**src/verilog/pcm_map.svh**
```systemverilog
// Register offsets, field reset values and timing figures of the audio port
`ifndef PCM_MAP_SVH
`define PCM_MAP_SVH
`define PCM_AW          5
`define PCM_REG_CTRL    5'h00
`define PCM_REG_TXDATA  5'h04
`define PCM_REG_RXDATA  5'h08
`define PCM_REG_STATUS  5'h0c
`define PCM_CTRL_RST    10'h2ba
`define PCM_SYS_HZ      40000000
`define PCM_BCLK_MIN_HZ 256000
`define PCM_FS_HZ       48000
`define PCM_MCLK_RATIO  256
`define PCM_ACC_W       24
`define PCM_WORD_BITS   16
`define PCM_LOG_BASE    3
`define PCM_RESP_OKAY   2'h0
`define PCM_RESP_SLVERR 2'h2
`endif

```
**src/verilog/pcm_pkg.sv**
```systemverilog
// Types of the audio port: control word and register state
package pcm_pkg;
	typedef struct packed {
		logic       mclk_en;
		logic       fs16;
		logic [2:0] frame;
		logic [1:0] rate;
		logic       long_sync;
		logic       master;
		logic       enable;
	} pcm_ctrl_t;

	typedef struct packed {
		pcm_ctrl_t   ctrl;
		logic        aw_got;
		logic [4:0]  awaddr;
		logic        w_got;
		logic [31:0] wdata;
		logic [3:0]  wstrb;
		logic        bvalid;
		logic [1:0]  bresp;
		logic        rvalid;
		logic [31:0] rdata;
		logic [1:0]  rresp;
		logic [15:0] tx_buf;
		logic        tx_full;
		logic [15:0] sh_tx;
		logic [15:0] sh_rx;
		logic [15:0] rx_word;
		logic        rx_rdy;
		logic        rx_ovr;
		logic [7:0]  slot;
		logic        bclk;
		logic        sync;
		logic [1:0]  clk_s;
		logic [1:0]  sync_s;
		logic [1:0]  din_s;
		logic        clk_p;
		logic        sync_p;
		logic [23:0] bacc;
		logic [23:0] racc;
		logic        mclk;
	} pcm_st_t;
endpackage

```
**src/verilog/pcm_port.sv**
```systemverilog
// PCM digital audio serial port with AXI4-Lite registers
// What this block does
// - Master drives bit clock and sync, slave follows
// - Short or long frame sync, selectable
// - Sixteen-bit linear PCM words both directions
// - Bit clock 256k to 2048k, 2048k default
// - Frame of 8 to 256 bit clocks
// - Frame rate set by bit clock and frame, checked against 8 kHz or 16 kHz
// - Reference clock out, 12.288 MHz default
// - Reference clock is 256 times 48 kHz
// - Reference clock usable apart from audio port
`timescale 1ns/1ps
`include "pcm_map.svh"
module pcm_port import pcm_pkg::*; (
	input  wire logic        ref_clk_i,
	input  wire logic        nrst_i,
	input  wire logic        s_axi_awvalid,
	output logic             s_axi_awready,
	input  wire logic [4:0]  s_axi_awaddr,
	input  wire logic        s_axi_wvalid,
	output logic             s_axi_wready,
	input  wire logic [31:0] s_axi_wdata,
	input  wire logic [3:0]  s_axi_wstrb,
	output logic             s_axi_bvalid,
	input  wire logic        s_axi_bready,
	output logic [1:0]       s_axi_bresp,
	input  wire logic        s_axi_arvalid,
	output logic             s_axi_arready,
	input  wire logic [4:0]  s_axi_araddr,
	output logic             s_axi_rvalid,
	input  wire logic        s_axi_rready,
	output logic [31:0]      s_axi_rdata,
	output logic [1:0]       s_axi_rresp,
	input  wire logic        pcm_clk_i,
	output logic             pcm_clk_o,
	output logic             pcm_clk_oe_o,
	input  wire logic        pcm_sync_i,
	output logic             pcm_sync_o,
	output logic             pcm_sync_oe_o,
	input  wire logic        pcm_din_i,
	output logic             pcm_dout_o,
	output logic             mclk_o
);
	// Half-period steps of the lowest bit clock and of the reference clock
	localparam logic [63:0] BINC = 64'((64'd2 * `PCM_BCLK_MIN_HZ
		<< `PCM_ACC_W) / `PCM_SYS_HZ);
	localparam logic [63:0] RINC = 64'((64'd2 * `PCM_MCLK_RATIO
		* `PCM_FS_HZ << `PCM_ACC_W) / `PCM_SYS_HZ);

	pcm_st_t s;
	pcm_st_t n;
	logic    rise_ev;
	logic    fall_ev;
	logic    mismatch;

	function automatic logic [31:0] merge(input logic [31:0] old,
		input logic [31:0] d, input logic [3:0] st);
		logic [31:0] r;
		r = old;
		for (int i = 0; i < 4; i++) begin
			if (st[i]) begin
				r[8*i +: 8] = d[8*i +: 8];
			end
		end
		return r;
	endfunction

	function automatic logic mapped(input logic [4:0] a);
		return a == `PCM_REG_CTRL || a == `PCM_REG_TXDATA ||
			a == `PCM_REG_RXDATA || a == `PCM_REG_STATUS;
	endfunction

	logic [7:0] last;
	logic [7:0] half;
	logic [7:0] nslot;
	logic [24:0] bsum;
	logic [24:0] rsum;
	assign last = 8'((9'd8 << s.ctrl.frame) - 9'd1);
	assign half = 8'((9'd4 << s.ctrl.frame) - 9'd1);
	assign nslot = (s.slot == last) ? 8'h00 : 8'(s.slot + 8'h01);
	// Frame length must equal bit rate over sample rate
	assign mismatch = ({1'b0, s.ctrl.frame} + 4'(`PCM_LOG_BASE)) !=
		(4'(s.ctrl.rate) + 4'h5 - 4'(s.ctrl.fs16));

	always_comb begin
		n = s;
		n.clk_s = {s.clk_s[0], pcm_clk_i};
		n.sync_s = {s.sync_s[0], pcm_sync_i};
		n.din_s = {s.din_s[0], pcm_din_i};
		n.clk_p = s.clk_s[1];
		// Reference clock runs whatever the audio port does
		rsum = {1'b0, s.racc} + 25'(RINC);
		n.racc = rsum[23:0];
		if (!s.ctrl.mclk_en) begin
			n.mclk = 1'b0;
		end else if (rsum[24]) begin
			n.mclk = ~s.mclk;
		end
		bsum = {1'b0, s.bacc} + 25'(BINC[23:0] << s.ctrl.rate);
		n.bacc = bsum[23:0];
		if (s.ctrl.master) begin
			rise_ev = bsum[24] & ~s.bclk & s.ctrl.enable;
			fall_ev = bsum[24] & s.bclk;
		end else begin
			rise_ev = s.clk_s[1] & ~s.clk_p & s.ctrl.enable;
			fall_ev = ~s.clk_s[1] & s.clk_p & s.ctrl.enable;
		end
		if (rise_ev | fall_ev) begin
			n.bclk = rise_ev;
		end
		// Register reads; RXDATA read clears its flags before new events
		if (s_axi_arvalid && !s.rvalid) begin
			n.rvalid = 1'b1;
			n.rresp = mapped(s_axi_araddr) ? `PCM_RESP_OKAY
				: `PCM_RESP_SLVERR;
			unique case (s_axi_araddr)
			`PCM_REG_CTRL: n.rdata = {22'h0, s.ctrl};
			`PCM_REG_RXDATA: begin
				n.rdata = {16'h0, s.rx_word};
				n.rx_rdy = 1'b0;
				n.rx_ovr = 1'b0;
			end
			`PCM_REG_STATUS: n.rdata = {16'h0, s.slot, 4'h0, mismatch,
				s.rx_ovr, s.tx_full, s.rx_rdy};
			default: n.rdata = 32'h0;
			endcase
		end else if (s.rvalid && s_axi_rready) begin
			n.rvalid = 1'b0;
		end
		if (rise_ev) begin
			n.slot = nslot;
			if (nslot == 8'h00) begin
				n.sh_tx = s.tx_full ? s.tx_buf : 16'h0;
				n.tx_full = 1'b0;
			end else begin
				n.sh_tx = {s.sh_tx[14:0], 1'b0};
			end
			if (s.ctrl.long_sync) begin
				n.sync = nslot <= half;
			end else begin
				n.sync = nslot == last;
			end
		end
		if (fall_ev) begin
			n.sync_p = s.sync_s[1];
			if (s.slot < 8'(`PCM_WORD_BITS)) begin
				n.sh_rx = {s.sh_rx[14:0], s.din_s[1]};
			end
			if (s.slot == 8'(`PCM_WORD_BITS - 1)) begin
				n.rx_word = {s.sh_rx[14:0], s.din_s[1]};
				n.rx_rdy = 1'b1;
				n.rx_ovr = n.rx_ovr | s.rx_rdy;
			end
			// Slave realigns its slot count to the codec's sync
			if (!s.ctrl.master && s.sync_s[1]) begin
				if (!s.ctrl.long_sync) begin
					n.slot = last;
				end else if (!s.sync_p) begin
					n.slot = 8'h00;
				end
			end
		end
		if (!s.ctrl.enable) begin
			n.bclk = 1'b0;
			n.sync = 1'b0;
			n.slot = last;
		end
		// Write address and data taken in either order
		if (s_axi_awvalid && !s.aw_got && !s.bvalid) begin
			n.aw_got = 1'b1;
			n.awaddr = s_axi_awaddr;
		end
		if (s_axi_wvalid && !s.w_got && !s.bvalid) begin
			n.w_got = 1'b1;
			n.wdata = s_axi_wdata;
			n.wstrb = s_axi_wstrb;
		end
		if (s.aw_got && s.w_got) begin
			n.aw_got = 1'b0;
			n.w_got = 1'b0;
			n.bvalid = 1'b1;
			n.bresp = mapped(s.awaddr) ? `PCM_RESP_OKAY : `PCM_RESP_SLVERR;
			if (s.awaddr == `PCM_REG_CTRL) begin
				n.ctrl = pcm_ctrl_t'(10'(merge({22'h0, s.ctrl}, s.wdata,
					s.wstrb)));
			end
			if (s.awaddr == `PCM_REG_TXDATA) begin
				n.tx_buf = 16'(merge({16'h0, s.tx_buf}, s.wdata, s.wstrb));
				n.tx_full = 1'b1;
			end
		end else if (s.bvalid && s_axi_bready) begin
			n.bvalid = 1'b0;
		end
	end

	always_ff @(posedge ref_clk_i or negedge nrst_i) begin
		if (!nrst_i) begin
			s <= '0;
			s.ctrl <= pcm_ctrl_t'(`PCM_CTRL_RST);
			s.slot <= 8'hff;
		end else begin
			s <= n;
		end
	end

	assign s_axi_awready = !s.aw_got && !s.bvalid;
	assign s_axi_wready = !s.w_got && !s.bvalid;
	assign s_axi_bvalid = s.bvalid;
	assign s_axi_bresp = s.bresp;
	assign s_axi_arready = !s.rvalid;
	assign s_axi_rvalid = s.rvalid;
	assign s_axi_rdata = s.rdata;
	assign s_axi_rresp = s.rresp;
	assign pcm_clk_o = s.bclk;
	assign pcm_sync_o = s.sync;
	assign pcm_clk_oe_o = s.ctrl.master && s.ctrl.enable;
	assign pcm_sync_oe_o = s.ctrl.master && s.ctrl.enable;
	assign pcm_dout_o = s.sh_tx[15];
	assign mclk_o = s.mclk;
endmodule // pcm_port

```
**config.mk**
```make
export PLATFORM = sky130hd
export DESIGN_NAME = pcm_port
export DESIGN_NICKNAME = d
export VERILOG_FILES = /design/src/verilog/pcm_pkg.sv /design/src/verilog/pcm_port.sv
export VERILOG_INCLUDE_DIRS = /design/src /design/src/verilog
export SDC_FILE = /design/constraint.sdc
export NUM_CORES = 1
export LEC_CHECK = 0
export ABC_AREA = 1
export CORE_ASPECT_RATIO = 0.5
export CORE_MARGIN = 2
export CORE_UTILIZATION = 35
export DETAILED_ROUTE_END_ITERATION = 6
export DONT_BUFFER_PORTS = 1
export PLACE_DENSITY_LB_ADDON = 0.3
export SYNTH_ARGS = -nofsm -noshare
export SYNTH_HDL_FRONTEND = slang
export SYNTH_SLANG_ARGS = --single-unit
```
**constraint.sdc**
```tcl
create_clock -name ref_clk_i -period 3 [get_ports ref_clk_i]
set_input_delay 0.15 -clock ref_clk_i [delete_from_list [all_inputs] [get_ports ref_clk_i]]
set_output_delay 0.15 -clock ref_clk_i [all_outputs]
set_load 0.03 [all_outputs]
```
==> metrics.txt, run 1 <==
CTS tree=built; Worst Hold Class=in2async; max-cap viol count=0; clk sinks=186; most used cell, CP=nand4_1; Post-synth ARST share=100%; Antenna diodes=0; number of synthesized register bits=186; library cells used by synthesis=45; Gate power share=47.0%; Startpoint Class=flip-flop; Overflow after GRT=0; violated checks=hold timing; clk buf depth=2; yosys warns=0; internal power=6.83 mW; Worst Path Arrival=3.28 ns; WL/cell=14.8 um; Crit Path Class=reg2reg; CTS Buf Count=17; filler cell count=2748; Seq pwr share=32.3%; vias in the first global route=7382; clock power share=20.7%; crit share post-route=96.0%; Starting Density=35.7%; top-area cell type share of the netlist area=43.2%; pwr/cell area=971 mW/mm2; LEAKAGE=5.75 nW; initial antenna violation count=0; violation count after the first detailed-route iteration=618; Crit Path Max Fanout=6; reg2reg start=s[219]$_DFFE_PN1P_; area leader, netlist=dfrtp_1; net switching power=4.68 mW; top cells by count, synth=288 x nand2_1, 172 x dfrtp_1, 136 x inv_1; DR DRC count=0; Syn Area/Cell=8.55 um2; Reg clk slew, reported paths=0.07 ns; Sw Share=40.7%; Pre-Repair DR Iteration Count=5; Fmax=347 MHz; Post-Syn Area=0.00996 mm2; core footprint=0.0279 mm2; fin crit period=2.88 ns; outcome=finished with violations; RR Endpoint=s[107]$_DFFE_PN0N_; Routed Antenna Nets=0; IO Port Bufs=0; synth top area cells=dfrtp_1 43%, nand2_1 11%, ha_1 5.1%; I/O pin count=103; Placement Setup Slack=-0.0440 ns; GRT Util Overall=16.2%; final HPWL from detailed placement=16500 um; Die Ht=123 um; largest net degree at the start of global routing=187; die area=0.0299 mm2; root buffer cell=clkbuf_16; Critical path destination=s[107]$_DFFE_PN0N_; dominant synthesized flop cell=dfrtp_1; Worst R2R Path Depth=15; crit end category=flip-flop; final net count=1319; worst vdd ir=578 uV; hold_ws=-0.618 ns; Fin. Hold Viols=186; total number of vias=7789; endpoints failing setup=0; Worst path max stage delay=0.56 ns; ratio of cells with drive above 1 in the final layout=16.5%; first-pass GRT wire length=37700 um; Total Wirelength=24000 um; # rows=43; Worst-Skew Late Latency=0.46 ns; Syn-to-layout area delta=19.0%; H-Tree Depth=4; Vias/cell=4.82; Die W=243 um; sequential area share after synthesis=46.9%; crit-path cells=buf_12 -> ha_4 -> clkinvlp_4 -> ha_4 -> nand2_2 -> nor2_2 -> nand2_1 -> inv_1 -> nand4_1 -> nand4_1 -> nand2_2 -> nor2_4 -> clkbuf_16 -> nand4_1 -> nand3_2; slowest CP cell=dfstp_2; Crit. Startpoint=s[219]$_DFFE_PN1P_; Max transition margin=52.6%; Worst Max-Slew Pin Slew=0.712 ns; number of synthesized flops with an enable pin=0; CTS Hold Bufs=31; most common cell in the netlist=nand2_1; R2R Setup Slk=0.12 ns; post-synthesis cell count=1165; gpl congestion=0.849; setup slack after layout=0.119 ns; Worst Clk Skew=0.0138 ns; Max Transition Viols Final=0; CP Data Required Time=3.40 ns
## cell usage in the layout (no fill, tap or decap), drive strengths merged, types with 2 or more instances in the layout
cell type,instances
clkbuf,26
o211ai,4
nor3,10
nand3,83
nand2,298
o21bai,4
bufinv,3
xnor2,12
nor4,2
clkinv,2
clkinvlp,3
conb,18
a21o,6
nor2,66
a221oi,3
xor2,33
ha,41
a21oi,54
inv,143
nand4,31
o21ai,97
buf,49
dlygate4sd3,31
a31oi,3
dfrtp,172
mux2,17
dfstp,14
## routing by layer
metal,GRT usage (%),routed length (um),up-vias
met5,0,0,-
met4,5.87,402,0
met3,3.58,1110,26
met2,25.1,10500,136
met1,22.4,12000,3791
li1,-,-,3836
## cell families (layout without fill, tap and decap cells)
| kind of cell | after synthesis | in the layout | share of synthesized area, % |
|---|---|---|---|
| AOI/OAI and AO/OA | 177 | 177 | 9.60 |
| buffers and inverters | 206 | 257 | 9.49 |
| other | 1 | 18 | 0.0376 |
| and+or+nand+nor | 491 | 492 | 22.7 |
| adders and majority gates | 42 | 42 | 5.35 |
| xor gates and xnor gates | 45 | 45 | 3.96 |
| DFF | 186 | 186 | 46.9 |
| muxes | 17 | 17 | 1.92 |
## power by group through the flow
stage	registers (mW)	clock network, mW	logic, mW
floorplan	3.53	0	3.66
global placement	3.71	0	4.62
detailed placement	3.73	0	4.70
CTS	3.69	2.44	4.78
global route	3.80	2.55	6.09
finish	3.72	2.38	5.41
## critical path, delay by kind of cell, from the launching register on
kind	cells	cell delay (ns)
adders and majority gates	2	0.48
buffers and inverters	4	0.58
DFF	1	0.56
and+or+nand+nor	9	1.20
## metrics by stage
stage                     std cells  TNS (ns)  utilization, %  total power [mW]  instance area, um2
after floorplan                1182         0               -              7.19               10000
after detailed placement       1536   -0.0440            37.4              8.43               10400
after global placement         1536         0            37.4              8.33               10400
final                          1616         0            42.5              11.5               11900
after global routing           1616   -0.0886            42.5              12.4               11900
after CTS                      1599         0            40.8              10.9               11400
## area by class of cell
class / count / area, um2 / area share (%)
Sequential cell: 186 / 4670 / 39.4
Tap cell: 382 / 478 / 4.03
Multi-Input combinational cell: 791 / 4690 / 39.6
Timing Repair Buffer: 85 / 873 / 7.37
Clock inverter: 11 / 160 / 1.35
Clock buffer: 21 / 450 / 3.80
Inverter: 140 / 529 / 4.46
## repair_timing
| action | 4_1_cts | 5_1_grt |
|---|---|---|
| hold endpoints to repair | 216 | 186 |
| endpoints found under the setup margin | 5 | 63 |
| cloned | 0 | 7 |
| pin swaps | 0 | 16 |
| resized for setup | 3 | 62 |
| buffers inserted | 0 | 10 |
## sequential cells by signal, indices dropped and copies added (netlist names)
register / flops
mclk_o: 1
n: 4
pcm_clk_o: 1
pcm_dout_o: 1
pcm_sync_o: 1
s: 158
s_axi_bresp: 1
s_axi_bvalid: 1
s_axi_rdata: 16
s_axi_rresp: 1
s_axi_rvalid: 1
## worst min-delay path by stage
stage | to | cells past startpoint | startpoint | slack (ns)
6_report | s[2]$_DFF_PN0_ | 0 | nrst_i | -0.62
5_1_grt | s[2]$_DFF_PN0_ | 0 | nrst_i | -0.64
4_1_cts | s[2]$_DFF_PN0_ | 0 | nrst_i | -0.64
3_5_place_dp | s[14]$_DFF_PN0_ | 0 | nrst_i | -0.14
3_3_place_gp | s[15]$_DFF_PN0_ | 0 | nrst_i | -0.14
2_1_floorplan | mclk_o$_DFFE_PN0P_ | 0 | nrst_i | -0.15
No activity file was read; power rests on OpenSTA's default activity.
==> inputs of run 2 (changes only) <==
--- a/config.mk
+++ b/config.mk
@@ -7,8 +7,9 @@
 export NUM_CORES = 1
 export LEC_CHECK = 0
 export ABC_AREA = 1
+export CELL_PAD_IN_SITES_DETAIL_PLACEMENT = 0
+export CELL_PAD_IN_SITES_GLOBAL_PLACEMENT = 1
 export CORE_ASPECT_RATIO = 0.5
-export CORE_MARGIN = 2
 export CORE_UTILIZATION = 35
 export DETAILED_ROUTE_END_ITERATION = 6
 export DONT_BUFFER_PORTS = 1
==> run 2 against run 1 <==
  * The flow still finishes with violations (hold timing)
  * Via count down 3.0%
  * Maximum frequency up 2.4%
  * Core utilization down 0.42 points
  * Worst hold slack better by 0.038 ns
  * Largest cell class is now flip-flops and latches
  * Global-route usage up 0.77 points
  * First-iteration DRC count down 28%
  * Die area down 2.4%
  * Non-clock buffer count up 12
  * Highest routed layer unchanged
  * Largest power group unchanged
  * Sequential power down 1%
==> metrics.txt, run 2 (synthesis gave the netlist of run 1 again) <==
outcome=finished with violations; violated checks=hold timing; most frequent cells in the layout=282 x nand2_1, 172 x dfrtp_1, 135 x inv_1, 94 x o21ai_0; total number of vias=7554 (-3.0%); Pre-Repair DR Iteration Count=5 (unchanged); final HPWL from detailed placement=16800 um (+1.8%); # rows=43 (unchanged); WL/cell=14.4 um (-2.7%); Post-DP Area=0.0106 mm2 (+1.5%); CTS Hold Bufs=30 (-3.2%); setup slack after layout=0.185 ns (+0.0661 ns); max-cap viol count=0 (unchanged); Die W=241 um (-0.82%); LEAKAGE=5.77 nW (+0.45%); commonest non-fill, non-tap cell in the layout=nand2_1; Overflow after GRT=0 (unchanged); Worst Hold Class=in2async; crit end category=flip-flop; GRT Util Overall=17.0% (+0.77 points); Placement Setup Slack=-0.0964 ns (-0.0523 ns); clk sinks=186 (unchanged); Crit Path Class=reg2reg; die area=0.0292 mm2 (-2.4%); ratio of cells with drive above 1 in the final layout=15.8% (-0.71 points); hold_ws=-0.580 ns (+0.0384 ns); Post-Layout Inst Area=0.0117 mm2 (-1.2%); DR DRC count=0 (unchanged); clk buf depth=2 (unchanged); Worst-Skew Late Latency=0.45 ns (about the same); Final Util=42.1% (-0.42 points); Antenna diodes=0 (unchanged); Fin. Hold Viols=186 (unchanged); CP Data Required Time=3.33 ns (-0.07 ns); first-pass GRT wire length=38400 um (+1.8%); Crit Path Max Fanout=9 (+3); Worst Path Arrival=3.14 ns (-0.14 ns); Starting Density=35.8% (+0.069 points); IO Port Bufs=0 (unchanged); CTS Buf Count=17 (unchanged); I/O pin count=103 (unchanged); Vias/cell=4.64 (-3.7%); worst vdd ir=481 uV (-17%); unrepaired setup endpoints after global routing=no; Max Transition Viols Final=0 (unchanged); # placed instances=1559 (+1.5%); initial antenna violation count=0 (unchanged); Worst Max-Slew Pin Slew=0.928 ns (+0.216 ns); violation count after the first detailed-route iteration=447 (-28%); Worst Clk Skew=0.0106 ns (-0.00318 ns); final net count=1330 (+0.83%); largest net degree at the start of global routing=187 (unchanged); root buffer cell=clkbuf_16; Syn-to-layout area delta=17.6%; fin crit period=2.81 ns (-0.0661 ns); Largest Register=s; H-Tree Depth=4 (unchanged); pwr/cell area=966 mW/mm2 (-0.45%); CTS tree=built; Fmax=355 MHz (+2.4%); core footprint=0.0278 mm2 (-0.19%); gpl congestion=0.817 (-3.8%); endpoints failing setup=0 (unchanged); Reg clk slew, reported paths=0.07 ns (about the same); Total Wirelength=23500 um (-2.1%); number of flip-flops in the largest register=158 (unchanged); Die Ht=121 um (-1.6%); fin cells=1627 (+0.68%); Max transition margin=37.6% (-15 points); Startpoint Class=flip-flop; crit share post-route=93.8% (-2.2 points); vias in the first global route=7482 (+1.4%); Routed Antenna Nets=0 (unchanged)
## run 2: power breakdown
part / switching (mW) / internal (mW) / leakage, nW
sequential: 0.489 / 3.19 / 2.32
clock: 1.01 / 1.35 / 0.299
combinational: 3.04 / 2.24 / 3.16
## run 2: final cells by class
type / instances / area (um2)
clock buffers: 24 / 502
inverters: 140 / 526
flip-flops and latches: 186 / 4670
clock inverters: 8 / 106
well taps: 382 / 478
multi-input cells: 790 / 4540
fillers: 2809 / 16100
repair buffers: 97 / 896
## run 2: per-stage QoR
step | TNS, ns | power (mW)
after floorplan | 0 | 7.19
after global placement | -0.0669 | 8.64
after detailed placement | -0.0964 | 8.72
after CTS | 0 | 11.2
after global routing | 0 | 12.2
final | 0 | 11.3
## run 2: worst max-delay path, cell delays in order, from the launching register on
cell,delay (ns)
dfstp_2,0.53
inv_1,0.06
ha_2,0.20
buf_4,0.13
ha_1,0.20
fa_2,0.36
nand3_1,0.09
nand2_1,0.07
nand2_1,0.06
nand2_1,0.06
nand4_1,0.13
nand4_1,0.16
nand2_2,0.15
nor2_4,0.06
buf_6,0.13
clkbuf_16,0.16
nand3_1,0.08
nand3_1,0.08
## run 2: metal layers
layer  vias up  GRT usage [%]  part of all wire (%)
li1       3863              -                     -
met1      3589           23.1                    51
met2        86           26.6                    45
met3        16           4.37                   3.3
met4         0           4.46                  0.95
met5         -              0                     0
## run 2: worst paths after layout
| kind | from | to | slack, ns | cells after the start |
|---|---|---|---|---|
| max in group asynchronous | nrst_i | s[224]$_DFFE_PN1P_ | 3.23 | 0 |
| worst min register to register | n[56]$_DFF_PN0_ | n[50]$_DFF_PN0_ | 0.36 | 0 |
| worst max-delay path | s[218]$_DFFE_PN1P_ | s[105]$_DFFE_PN0N_ | 0.19 | 17 |
| worst max register to register | s[218]$_DFFE_PN1P_ | s[105]$_DFFE_PN0N_ | 0.19 | 17 |
| worst min-delay path | nrst_i | s[79]$_DFFE_PN0P_ | -0.58 | 0 |
| min in group ref_clk_i | s_axi_awvalid | s[214]$_DFFE_PN0P_ | 0 | 2 |
## run 2: timing repair
action / CTS / global route
gates cloned: 0 / 2
endpoints found under the setup margin: 10 / 65
pin swaps: 0 / 13
endpoints found under the hold margin: 215 / 186
resized for setup: 4 / 32
buffers inserted: 0 / 4
